$ cat config.mk
export PLATFORM = sky130hd
export DESIGN_NAME = ebpi_core
export DESIGN_NICKNAME = d
export VERILOG_FILES = /design/src/pkg/ebpi_pkg.sv /design/src/core/ebpi_half_port.sv /design/src/core/ebpi_core.sv
export VERILOG_INCLUDE_DIRS = /design/src /design/src/pkg
export SDC_FILE = /design/constraint.sdc
export NUM_CORES = 1
export LEC_CHECK = 0
export BUFFER_PORTS_ARGS = -buffer_cell sky130_fd_sc_hd__buf_2
export CAP_MARGIN = 20
export CORE_MARGIN = 3
export CORE_UTILIZATION = 30
export DETAILED_ROUTE_END_ITERATION = 16
export GPL_TIMING_DRIVEN = 0
export RECOVER_POWER = 25
export SLEW_MARGIN = 20
export SYNTH_ARGS = -nofsm -noshare
export SYNTH_HDL_FRONTEND = slang
export SYNTH_SLANG_ARGS = --single-unit
export TNS_END_PERCENT = 50
$ cat constraint.sdc
create_clock -name CLOCK -period 2.8 [get_ports CLOCK]
set_input_delay 0.28 -clock CLOCK [delete_from_list [all_inputs] [get_ports CLOCK]]
set_output_delay 0.28 -clock CLOCK [all_outputs]
set_load 0.02 [all_outputs]
$ cat src/pkg/ebpi_params.svh
// Constants for the external bus pin interface.
// Included by the package and the core; definitions only.
`ifndef EBPI_PARAMS_SVH
`define EBPI_PARAMS_SVH
`define EBPI_HALF_W        8
`define EBPI_PORT_W        16
`define EBPI_ALE_CYCLES    4'h1
`define EBPI_ADDR_CYCLES   4'h1
`define EBPI_DATA_CYCLES   4'h2
`define EBPI_CFG_RESET     16'h0000
`define EBPI_DIR_RESET     8'h00
`endif

$ cat src/pkg/ebpi_pkg.sv
// Types for the external bus pin interface.
// Assumes ebpi_params.svh is on the include path.
`include "ebpi_params.svh"
package ebpi_pkg;
	// Bus mode as set by software
	typedef enum logic [1:0] {
		EBPI_DEMUX8  = 2'h0,
		EBPI_DEMUX16 = 2'h1,
		EBPI_MUX8    = 2'h2,
		EBPI_MUX16   = 2'h3
	} ebpi_mode_t;
	// Access sequencer states, one-hot
	typedef enum logic [4:0] {
		EBPI_IDLE = 5'h01,
		EBPI_ALE  = 5'h02,
		EBPI_ADDR = 5'h04,
		EBPI_DATA = 5'h08,
		EBPI_WAIT = 5'h10
	} ebpi_state_t;
endpackage : ebpi_pkg

$ cat src/core/ebpi_half_port.sv
// One 8-bit half of a bidirectional port: per-bit direction and output mux.
// Assumes the caller selects bus or general I/O use per half.
`timescale 1ns/1ps
`default_nettype none
`include "ebpi_params.svh"
module ebpi_half_port #(
	parameter int W = `EBPI_HALF_W
) (
	// Clock and reset
	input  wire logic         clk,
	input  wire logic         rst_n,
	// Bus overlay
	input  wire logic         bus_own,
	input  wire logic         bus_oe,
	input  wire logic [W-1:0] bus_out,
	// General I/O
	input  wire logic [W-1:0] gpio_dir,
	input  wire logic [W-1:0] gpio_out,
	// Pin side
	output logic      [W-1:0] pin_o,
	output logic      [W-1:0] pin_oe
);
	// Registered so the top outputs come straight from flops
	genvar i;
	generate
		for (i = 0; i < W; i++) begin : g_bit
			always_ff @(posedge clk or negedge rst_n) begin
				if (!rst_n) begin
					pin_o[i]  <= 1'b0;
					pin_oe[i] <= 1'b0;
				end else begin
					// Driver off whenever the bit is an input
					pin_o[i]  <= bus_own ? bus_out[i] : gpio_out[i];
					pin_oe[i] <= bus_own ? bus_oe : gpio_dir[i];
				end
			end
		end
	endgenerate
endmodule : ebpi_half_port
`default_nettype wire

$ cat src/core/ebpi_core.sv
// External bus pin interface: access sequencer and pin muxing.
// Assumes requests come from the CPU side, one at a time, synchronous to CLOCK.
`timescale 1ns/1ps
`default_nettype none
`include "ebpi_params.svh"
module ebpi_core (
	// Clock and reset
	input  wire logic        CLOCK,
	input  wire logic        RESET_N,
	// Configuration
	input  wire logic [1:0]  BUS_MODE,
	input  wire logic        WAIT_ENABLE,
	input  wire logic        WRITE_STROBE_CONFIG,
	input  wire logic [15:0] SHARED_BUS_DIR,
	input  wire logic [15:0] SHARED_BUS_GPIO_OUT,
	input  wire logic [15:0] DEMUX_ADDRESS_GPIO_OUT,
	input  wire logic [15:0] DEMUX_ADDRESS_DIR,
	// Access request
	input  wire logic        REQ,
	input  wire logic        REQ_WRITE,
	input  wire logic        REQ_HIGH_BYTE,
	input  wire logic        REQ_LOW_BYTE,
	input  wire logic [15:0] REQ_ADDR,
	input  wire logic [15:0] REQ_WDATA,
	output logic             ACK,
	output logic [15:0]      RDATA,
	// Pins
	input  wire logic        WAIT_IN,
	input  wire logic        EXTERNAL_FETCH_SELECT_N,
	output logic             ADDR_LATCH_STROBE,
	output logic             READ_STROBE_N,
	output logic             WRITE_STROBE_N,
	input  wire logic [15:0] SHARED_BUS_PORT_I,
	output logic [15:0]      SHARED_BUS_PORT_O,
	output logic [15:0]      SHARED_BUS_PORT_OE,
	output logic [15:0]      DEMUX_ADDRESS_PORT_O,
	output logic [15:0]      DEMUX_ADDRESS_PORT_OE,
	// Reset-sampled status
	output logic             BOOT_EXTERNAL,
	output logic [15:0]      RESET_CONFIG
);
	ebpi_pkg::ebpi_state_t state_reg;
	ebpi_pkg::ebpi_state_t state_next;
	logic [3:0]  cnt_reg;
	logic        wr_reg;
	logic        hi_reg;
	logic        lo_reg;
	logic [15:0] addr_reg;
	logic [15:0] wdata_reg;
	logic        mux_reg;
	logic        w16_reg;
	logic        demux_seen_reg;
	logic        cfg_done_reg;

	// Mode decode used in several places
	function automatic logic is_mux(input logic [1:0] m);
		is_mux = (m == ebpi_pkg::EBPI_MUX8) || (m == ebpi_pkg::EBPI_MUX16);
	endfunction
	function automatic logic is_w16(input logic [1:0] m);
		is_w16 = (m == ebpi_pkg::EBPI_DEMUX16) || (m == ebpi_pkg::EBPI_MUX16);
	endfunction

	wire logic mode_mux = is_mux(BUS_MODE);
	wire logic mode_w16 = is_w16(BUS_MODE);

	// Sequencer next state
	always_comb begin
		state_next = state_reg;
		unique case (state_reg)
			ebpi_pkg::EBPI_IDLE: begin
				if (REQ)
					state_next = mode_mux ? ebpi_pkg::EBPI_ALE : ebpi_pkg::EBPI_DATA;
			end
			ebpi_pkg::EBPI_ALE: begin
				if (cnt_reg == 4'h0)
					state_next = ebpi_pkg::EBPI_ADDR;
			end
			ebpi_pkg::EBPI_ADDR: begin
				if (cnt_reg == 4'h0)
					state_next = ebpi_pkg::EBPI_DATA;
			end
			ebpi_pkg::EBPI_DATA: begin
				if (cnt_reg == 4'h0)
					state_next = (WAIT_ENABLE && WAIT_IN) ? ebpi_pkg::EBPI_WAIT : ebpi_pkg::EBPI_IDLE;
			end
			ebpi_pkg::EBPI_WAIT: begin
				// Stretch until the wait input falls
				if (!WAIT_IN)
					state_next = ebpi_pkg::EBPI_IDLE;
			end
		endcase
	end

	// State, phase counter and latched request
	always_ff @(posedge CLOCK or negedge RESET_N) begin
		if (!RESET_N) begin
			state_reg <= ebpi_pkg::EBPI_IDLE;
			cnt_reg   <= 4'h0;
			wr_reg    <= 1'b0;
			hi_reg    <= 1'b0;
			lo_reg    <= 1'b0;
			addr_reg  <= 16'h0000;
			wdata_reg <= 16'h0000;
			mux_reg   <= 1'b0;
			w16_reg   <= 1'b0;
		end else begin
			state_reg <= state_next;
			if (state_reg != state_next) begin
				unique case (state_next)
					ebpi_pkg::EBPI_ALE:  cnt_reg <= `EBPI_ALE_CYCLES - 4'h1;
					ebpi_pkg::EBPI_ADDR: cnt_reg <= `EBPI_ADDR_CYCLES - 4'h1;
					ebpi_pkg::EBPI_DATA: cnt_reg <= `EBPI_DATA_CYCLES - 4'h1;
					ebpi_pkg::EBPI_IDLE,
					ebpi_pkg::EBPI_WAIT: cnt_reg <= 4'h0;
				endcase
			end else if (cnt_reg != 4'h0) begin
				cnt_reg <= cnt_reg - 4'h1;
			end
			// Mode frozen per access so a mid-access switch cannot tear it
			if (state_reg == ebpi_pkg::EBPI_IDLE && REQ) begin
				wr_reg    <= REQ_WRITE;
				hi_reg    <= REQ_HIGH_BYTE;
				lo_reg    <= REQ_LOW_BYTE;
				addr_reg  <= REQ_ADDR;
				wdata_reg <= REQ_WDATA;
				mux_reg   <= mode_mux;
				w16_reg   <= mode_w16;
			end
		end
	end

	wire logic in_bus   = (state_reg != ebpi_pkg::EBPI_IDLE);
	wire logic in_data  = (state_reg == ebpi_pkg::EBPI_DATA) || (state_reg == ebpi_pkg::EBPI_WAIT);
	wire logic finish   = in_data && (state_next == ebpi_pkg::EBPI_IDLE);
	wire logic addr_ph  = (state_next == ebpi_pkg::EBPI_ALE) || (state_next == ebpi_pkg::EBPI_ADDR);
	wire logic data_nx  = (state_next == ebpi_pkg::EBPI_DATA) || (state_next == ebpi_pkg::EBPI_WAIT);

	// Strobes, registered against next state so pins change with the phase
	always_ff @(posedge CLOCK or negedge RESET_N) begin
		if (!RESET_N) begin
			ADDR_LATCH_STROBE <= 1'b0;
			READ_STROBE_N     <= 1'b1;
			WRITE_STROBE_N    <= 1'b1;
		end else begin
			// One pulse per multiplexed access while address is out
			ADDR_LATCH_STROBE <= (state_next == ebpi_pkg::EBPI_ALE);
			READ_STROBE_N     <= !(data_nx && !wr_reg_n());
			// Low-byte mode: only low-byte writes on 16-bit, all on 8-bit
			WRITE_STROBE_N    <= !(data_nx && wr_reg_n() &&
				(!WRITE_STROBE_CONFIG || !w16_n() || lo_n()));
		end
	end

	// Request fields as seen on the cycle the strobe is computed
	function automatic logic wr_reg_n();
		wr_reg_n = (state_reg == ebpi_pkg::EBPI_IDLE) ? REQ_WRITE : wr_reg;
	endfunction
	function automatic logic w16_n();
		w16_n = (state_reg == ebpi_pkg::EBPI_IDLE) ? mode_w16 : w16_reg;
	endfunction
	function automatic logic lo_n();
		lo_n = (state_reg == ebpi_pkg::EBPI_IDLE) ? REQ_LOW_BYTE : lo_reg;
	endfunction

	// Completion and read capture
	always_ff @(posedge CLOCK or negedge RESET_N) begin
		if (!RESET_N) begin
			ACK   <= 1'b0;
			RDATA <= 16'h0000;
		end else begin
			ACK <= finish;
			if (finish && !wr_reg)
				RDATA <= w16_reg ? SHARED_BUS_PORT_I : {8'h00, SHARED_BUS_PORT_I[7:0]};
		end
	end

	// Remember demux use so the address port keeps the address afterwards
	always_ff @(posedge CLOCK or negedge RESET_N) begin
		if (!RESET_N)
			demux_seen_reg <= 1'b0;
		else if (!mode_mux)
			demux_seen_reg <= 1'b1;
	end

	// Shared port overlay per half
	logic        lo_own;
	logic        hi_own;
	logic        bus_oe_lo;
	logic        bus_oe_hi;
	logic [15:0] bus_val;
	logic [15:0] addr_cur;
	logic [15:0] wdata_cur;
	always_comb begin
		// Held in variables so halves can be selected from them
		addr_cur  = addr_c();
		wdata_cur = wdata_c();
		lo_own    = in_bus || (state_next != ebpi_pkg::EBPI_IDLE);
		// 8-bit demux leaves the high half as general I/O
		hi_own    = lo_own && (mux_reg_c() || w16_c());
		bus_oe_lo = addr_ph || (data_nx && wr_reg_n());
		// 8-bit mux keeps address on the high half all access long
		bus_oe_hi = (mux_reg_c() && !w16_c()) ? 1'b1 : bus_oe_lo;
		if (addr_ph)
			bus_val = addr_cur;
		else if (mux_reg_c() && !w16_c())
			bus_val = {addr_cur[15:8], wdata_cur[7:0]};
		else
			bus_val = wdata_cur;
	end
	function automatic logic mux_reg_c();
		mux_reg_c = (state_reg == ebpi_pkg::EBPI_IDLE) ? mode_mux : mux_reg;
	endfunction
	function automatic logic w16_c();
		w16_c = w16_n();
	endfunction
	function automatic logic [15:0] addr_c();
		addr_c = (state_reg == ebpi_pkg::EBPI_IDLE) ? REQ_ADDR : addr_reg;
	endfunction
	function automatic logic [15:0] wdata_c();
		wdata_c = (state_reg == ebpi_pkg::EBPI_IDLE) ? REQ_WDATA : wdata_reg;
	endfunction

	// Shared port halves
	ebpi_half_port #(.W(`EBPI_HALF_W)) u_shared_lo (
		.clk      (CLOCK),
		.rst_n    (RESET_N),
		.bus_own  (lo_own),
		.bus_oe   (bus_oe_lo),
		.bus_out  (bus_val[7:0]),
		.gpio_dir (SHARED_BUS_DIR[7:0]),
		.gpio_out (SHARED_BUS_GPIO_OUT[7:0]),
		.pin_o    (SHARED_BUS_PORT_O[7:0]),
		.pin_oe   (SHARED_BUS_PORT_OE[7:0])
	);
	ebpi_half_port #(.W(`EBPI_HALF_W)) u_shared_hi (
		.clk      (CLOCK),
		.rst_n    (RESET_N),
		.bus_own  (hi_own),
		.bus_oe   (bus_oe_hi),
		.bus_out  (bus_val[15:8]),
		.gpio_dir (SHARED_BUS_DIR[15:8]),
		.gpio_out (SHARED_BUS_GPIO_OUT[15:8]),
		.pin_o    (SHARED_BUS_PORT_O[15:8]),
		.pin_oe   (SHARED_BUS_PORT_OE[15:8])
	);

	// Address port: demux modes, or mux after a demux mode was used
	wire logic addr_own = !mode_mux || demux_seen_reg;
	always_ff @(posedge CLOCK or negedge RESET_N) begin
		if (!RESET_N) begin
			DEMUX_ADDRESS_PORT_O  <= 16'h0000;
			DEMUX_ADDRESS_PORT_OE <= 16'h0000;
		end else begin
			DEMUX_ADDRESS_PORT_O  <= addr_own ? addr_c() : DEMUX_ADDRESS_GPIO_OUT;
			DEMUX_ADDRESS_PORT_OE <= addr_own ? 16'hFFFF : DEMUX_ADDRESS_DIR;
		end
	end

	// Boot source caught at the first edge after release; configuration too, only when fetch is external
	always_ff @(posedge CLOCK or negedge RESET_N) begin
		if (!RESET_N) begin
			cfg_done_reg  <= 1'b0;
			BOOT_EXTERNAL <= 1'b0;
			RESET_CONFIG  <= `EBPI_CFG_RESET;
		end else if (!cfg_done_reg) begin
			cfg_done_reg  <= 1'b1;
			BOOT_EXTERNAL <= !EXTERNAL_FETCH_SELECT_N;
			if (!EXTERNAL_FETCH_SELECT_N)
				RESET_CONFIG <= SHARED_BUS_PORT_I;
		end
	end
endmodule : ebpi_core
`default_nettype wire

## Word-level counts from Yosys, hierarchy flattened

Cells that the tools add are included.

| storage, ports and cells | value |
|---|---|
| logic and storage cells | 158 |
| input port bits | 124 |
| memory bits (writable) | 0 |
| register bits | 148 |
| latch bits | 0 |
| bits in read-only memories | 0 |
| output and inout port bits | 101 |
| memories | 0 |

| cells by class | value |
|---|---|
| bitwise gates (word level) | 2 |
| order comparisons | 0 |
| add/sub/neg operators | 1 |
| reductions and logical operators | 33 |
| shifts and indexed selects | 0 |
| mux-type cells | 55 |
| div/mod/pow operators | 0 |
| eq/ne operators | 16 |
| multipliers | 0 |

Operators by type and width:

| operator | count |
|---|---|
| two-way mux 16 bit | 7 |
| two-way mux 1 bit | 37 |
| two-way mux 5 bit | 6 |
| one-hot mux 5 bit (5 select lines) | 1 |
| two-way mux 4 bit | 3 |
| logical OR 1 bit | 11 |
| == test 5 x 1 -> 1 bit, second input constant | 2 |
| == test 5 x 2 -> 1 bit, second input constant | 2 |
| == test 5 x 3 -> 1 bit, second input constant | 2 |
| == test 5 x 4 -> 1 bit, second input constant | 2 |
| == test 5 bit, second input constant | 2 |
| inequality test 5 x 1 -> 1 bit, second input constant | 2 |
| logical AND 1 bit | 9 |
| logical NOT 1 bit | 8 |
| one-hot mux 4 bit (2 select lines) | 1 |
| inequality test 5 bit | 1 |
| == test 2 bit, second input constant | 2 |
| logical NOT 4 bit | 1 |
| nonzero test 4 bit | 1 |
| OR reduction 4 bit | 1 |
| subtractor 4 x 1 -> 4 bit, second input constant | 1 |
| == test 2 x 1 -> 1 bit, second input constant | 1 |
| NOT 1 bit | 2 |
| AND reduction 2 bit | 1 |
| nonzero test 2 bit | 1 |

## Depth between registers and ports, before layout

| logic depth | value |
|---|---|
| depth in word-level cells | 11 |
| depth in mapped cells | 12 |
| gate-level depth less buffers | 10 |

## Hierarchy

Synthesis repeated with hierarchy kept, for this count alone.

| second synthesis, totals | value |
|---|---|
| cells, all modules | 490 |
| area total of the unflattened synthesis | 6497.5 sq um |

By module, submodules not included:

| module | cells an instance | area an instance (sq um) | seq. area each (sq um) | instances |
|---|---|---|---|---|
| ebpi_core | 422 | 5198.7 | 2906.5 | 1 |
| ebpi_half_port | 34 | 649.4 | 400.4 | 2 |

## Worst setup path after synthesis

Ideal clock, no wire load.

| timing | value |
|---|---|
| kind | flip-flop to flip-flop |
| from | register cnt_reg[0] |
| to | register u_shared_hi.pin_oe[0] |
| cell stages (with the launch flop) | 13 |
| period minus slack after synthesis | 2.701 ns |
| buffers on the path | 2 |
| path slack | 0.099 ns |
| required time | 2.681 ns |
| arrival | 2.583 ns |
| setup time | 0.119 ns |
| cells stage by stage | dfrtp_1 > inv_1 > ha_1 > or3b_1 > buf_2 > a22oi_1 > o32ai_1 > or2_1 > inv_2 > o31ai_4 > or4_1 > buf_6 > o21a_1 |

| between the ends | value |
|---|---|
| cells in the longest elaborated chain, start to end | 9 |
| elaborated cells on any way between the ends | 18 |
| those cells by class | eq/ne: 5; mux: 6; reduce/logical: 7 |

RTL lines:

| item | line | RTL |
|---|---|---|
| start, declared | ebpi_core.sv:44 | `logic [3:0] cnt_reg;` |
| start signal, assigned | ebpi_core.sv:110 | `` ebpi_pkg::EBPI_ALE: cnt_reg <= `EBPI_ALE_CYCLES - 4'h1; `` |
| start signal, assigned | ebpi_core.sv:111 | `` ebpi_pkg::EBPI_ADDR: cnt_reg <= `EBPI_ADDR_CYCLES - 4'h1; `` |
| start signal, assigned | ebpi_core.sv:112 | `` ebpi_pkg::EBPI_DATA: cnt_reg <= `EBPI_DATA_CYCLES - 4'h1; `` |
| logical NOT 4 bit * | ebpi_core.sv:75, ebpi_core.sv:79, ebpi_core.sv:83 |  |
| two-way mux 5 bit, on equally long branches | ebpi_core.sv:83, ebpi_core.sv:75, ebpi_core.sv:79 |  |
| one-hot mux 5 bit (5 select lines) * | ebpi_core.sv:69 | `unique case (state_reg)` |
| == test 5 x 4 -> 1 bit or == test 5 bit (tied branches) | ebpi_core.sv:136 | `wire logic data_nx = (state_next == ebpi_pkg::EBPI_DATA) \|\| (state_next == ebpi_pkg::EBPI_WAIT);` |
| logical OR 1 bit | ebpi_core.sv:136 |  |
| logical AND 1 bit | ebpi_core.sv:200 | `bus_oe_lo = addr_ph \|\| (data_nx && wr_reg_n());` |
| logical OR 1 bit | ebpi_core.sv:200 |  |
| two-way mux 1 bit | ebpi_core.sv:202 | `bus_oe_hi = (mux_reg_c() && !w16_c()) ? 1'b1 : bus_oe_lo;` |
| two-way mux 1 bit * | ebpi_half_port.sv:34 | `pin_oe[i] <= bus_own ? bus_oe : gpio_dir[i];` |
| end signal, assigned by index | ebpi_half_port.sv:34 |  |
| end, declared | ebpi_half_port.sv:21 | `output logic [W-1:0] pin_oe` |

Every way passes the cells marked *; elsewhere a longest branch is shown, timed or not.
A chain may end at the register's enable or synchronous reset.

## Worst setup path in the final report

| timing | value |
|---|---|
| from | register cnt_reg[0] |
| to | register u_shared_hi.pin_oe[1] |

The elaborated chain is that of the path after synthesis.

==> impl_results.md <==
- Outcome: finished, violations left
- Failing checks: negative setup slack
- Top FF cell, synth: dfrtp_1
- DIE AREA: around 24000 sq um
- Crit path DAT: around 3.1 ns
- Routed vias/inst: about 4.9
- Post-synth top cells: dfrtp_1, nand2_1, mux2_2
- Sequential power share: 29.4%
- IO Port Bufs: 223
- Layout Area Growth over Synthesis: 37.4%
- Remaining global-route overflow: 0
- Synth top area share: between 50% and 60%
- Logic pwr share: about half
- Setup TNS: -0.0543 ns
- DRT Pass-1 Iters: 4
- Worst Hold Class: in -> reg
- Die Wd: ~150 um
- Top post-synthesis cells by area: dfrtp_1, mux2_2, nand2_1
- Io pins: roughly 230
- CTS Sinks: between 100 and 150
- Switching Power: 4.37 mW
- Detailed Place HPWL: 15000 um
- Crit path from: cnt_reg[0]
- Leak Pwr: 4.26 nW
- DRC: 0
- Area of the core: 21300 sq um
- Switch share: between 30% and 40%
- VDD IR max: 581 uV
- Bufs on Longest Clock Path: 2
- Power Dens Cells: roughly 1200 nW/um^2
- Ys async rst share: 100%
- Mapped Nets: 686
- Clock latency on the worst-skew pair: between 0.4 and 0.5 ns
- Post-synth EDFFs: 0
- Crit path time final: around 2.8 ns
- Clk pwr share: between 10% and 20%
- RSZ-0062 raised after global routing: yes
- Setup CP Type: reg -> reg
- Cell Area, Synth: between 6000 and 7000 sq um
- Via count: roughly 5400
- Req. time, crit path: a little over 3 ns
- Routability cong.: around 0.86
- Antenna violations before repair: 3
- Cell Rows: 53
- # nets final: 946
- Slew headroom: between 10% and 20%
- Most frequent cell after synthesis: dfrtp_1
- Root Buffer: clkbuf_16
- Slew of the pin with the lowest slew margin: 1.29 ns
- Largest net degree at the start of global routing: 91
- Crit path max fanout: 8
- Worst reg2reg startpoint: cnt_reg[0]
- Placed inst area: between 8000 and 9000 sq um
- Layout cells sized above 1: between 40% and 50%
- CTS H-Tree Depth: 4
- Die Ht: 154 um
- Seq/Total Area, Yosys: between 50% and 60%
- CP endpoint kind: flop
- Hold wc startpoint: DEMUX_ADDRESS_DIR[4]
- Syn avg cell area: ~12 sq um
- Final worst-path cycle share: 101%
- TritonCTS buffer count: 17
- Endpoints failing hold: 0
- Flops & latches, synth: between 100 and 150
- CTS tree: yes
- Max-Cap Viols: 0
- Clock-pin slew on the worst setup and hold paths: approximately 0.070 ns
- Filler cell count: ~2000
- Synth Warn #: 0
- CP Launch Type: flop
- Gr usage total: between 15 and 20%
- DRT iter0 DRCs: 311
- Final WS setup: -0.0180 ns
- Syn Inst Count: between 500 and 600
- Cell variety after synth: 68
- Synth area leader: dfrtp_1
- Post-DRT Antenna Nets: 0
- First-pass GRT wire length: approximately 32000 um
- Fmax achieved: about 350 MHz
- Initial Util: roughly 31%
- Final setup violation count: 7
- Final WL: around 21000 um
- Avg WL per Cell: 18.7 um
- Fin. max-slew vios: 0
- Clock Skews: around 0.0087 ns
- Vias in the first global route: 5606
- Cell internal pwr: a little under 7 mW
- Final Cell Area: between 9000 and 10000 sq um
- R2R Setup Slk: -0.02 ns
- Overall power: ~11 mW
[per-stage QoR]
stage | hold slack [ns] | setup slack, ns | util (%) | cells
floorplan | -0.0156 | 0.0986 | - | 561
global placement | 0.458 | -0.888 | 37.7 | 1059
CTS | 0.0258 | -0.0318 | 41.5 | 1106
finish | 0.0371 | -0.0180 | 42.4 | 1111
detailed placement | 0.0695 | -0.472 | 38.0 | 1061
global route | 0.0301 | -0.122 | 42.4 | 1110
[power by group through the flow]
stage / sequential (mW) / clock [mW] / combinational, mW
final: 3.26 / 2.21 / 5.62
after global routing: 3.33 / 2.35 / 6.09
after CTS: 3.23 / 2.25 / 5.21
after detailed placement: 3.25 / 0 / 4.81
after global placement: 3.24 / 0 / 4.76
after floorplan: 3.81 / 0 / 2.78
[layout make-up]
class                   instances  area, sq um  area share (%)
well taps                     275          344            3.81
clock inverters                11          103            1.14
multi-input cells             366         2860            31.7
clock buffers                  21          460            5.10
plain buffers                  34          199            2.20
flip-flops and latches        148         3710            41.1
diodes                          2         5.00          0.0554
repair buffers                242         1300            14.4
inverters                      12         50.0           0.554
[critical path, stage by stage, from the launching register on]
cell     delay, ns
dfrtp_1       0.40
inv_2         0.07
ha_4          0.15
or3b_1        0.36
buf_6         0.15
a22oi_2       0.19
o32ai_2       0.10
or2_4         0.30
inv_6         0.08
o31ai_4       0.06
buf_4         0.15
or4_4         0.55
o21a_1        0.14
[logic make-up after synthesis]
| kind of cell | synth area share (%) |
|---|---|
| and+or+nand+nor | 11.4 |
| adders and majority gates | 0.190 |
| other | 0.0571 |
| xor gates and xnor gates | 0.667 |
| DFF | 56.4 |
| buffers and inverters | 3.35 |
| muxes | 13.0 |
| AOI/OAI and AO/OA | 14.9 |
[cell usage in the layout, fill, tap and decap left out, drive strengths merged, types with 2 or more instances in the layout]
cell | netlist | routed
diode | 0 | 2
or2 | 5 | 5
a21oi | 8 | 8
clkinv | 0 | 5
o221ai | 8 | 8
a21o | 11 | 11
mux2i | 18 | 18
o311ai | 2 | 2
or4 | 2 | 2
a211oi | 10 | 10
o31a | 9 | 9
o32ai | 9 | 9
nor2 | 28 | 28
nand2b | 19 | 19
o211ai | 3 | 3
buf | 17 | 253
dfstp | 3 | 3
and3 | 2 | 2
clkbuf | 18 | 43
inv | 12 | 14
mux2 | 60 | 60
nand2 | 74 | 74
nor3 | 4 | 4
o21ai | 17 | 17
o21a | 8 | 8
a31oi | 18 | 18
nor3b | 3 | 3
or3 | 2 | 2
a22o | 2 | 2
clkinvlp | 0 | 3
o22ai | 2 | 2
xor2 | 2 | 2
o31ai | 9 | 9
nand3 | 5 | 5
dfrtp | 145 | 145
nor2b | 5 | 5
xnor2 | 3 | 3
[final timing paths]
kind	depth (start not counted)	to
setup / recovery	12	u_shared_hi.pin_oe[1]
hold / removal	2	DEMUX_ADDRESS_PORT_OE[4]
setup reg to reg	12	u_shared_hi.pin_oe[1]
hold reg to reg	2	RDATA[11]
max in group asynchronous	4	state_reg[0]
min in group asynchronous	2	DEMUX_ADDRESS_PORT_OE[10]
[repair_timing]
action,CTS,global route
hold endpoints to repair,92,0
endpoints found under the setup margin,38,61
gates resized for setup,20,39
hold buffers,1,0
setup buffers,13,3
pin swaps,8,5
[layer usage]
| layer | GRT usage (%) | share of wire, % | vias to the layer above |
|---|---|---|---|
| met5 | 0 | 0.068 | - |
| met4 | 5.72 | 1.7 | 4 |
| met3 | 3.86 | 5.3 | 29 |
| met2 | 28.3 | 50 | 167 |
| met1 | 22.7 | 43 | 2689 |
| li1 | - | - | 2536 |
No activity file was read; power rests on OpenSTA's default activity.
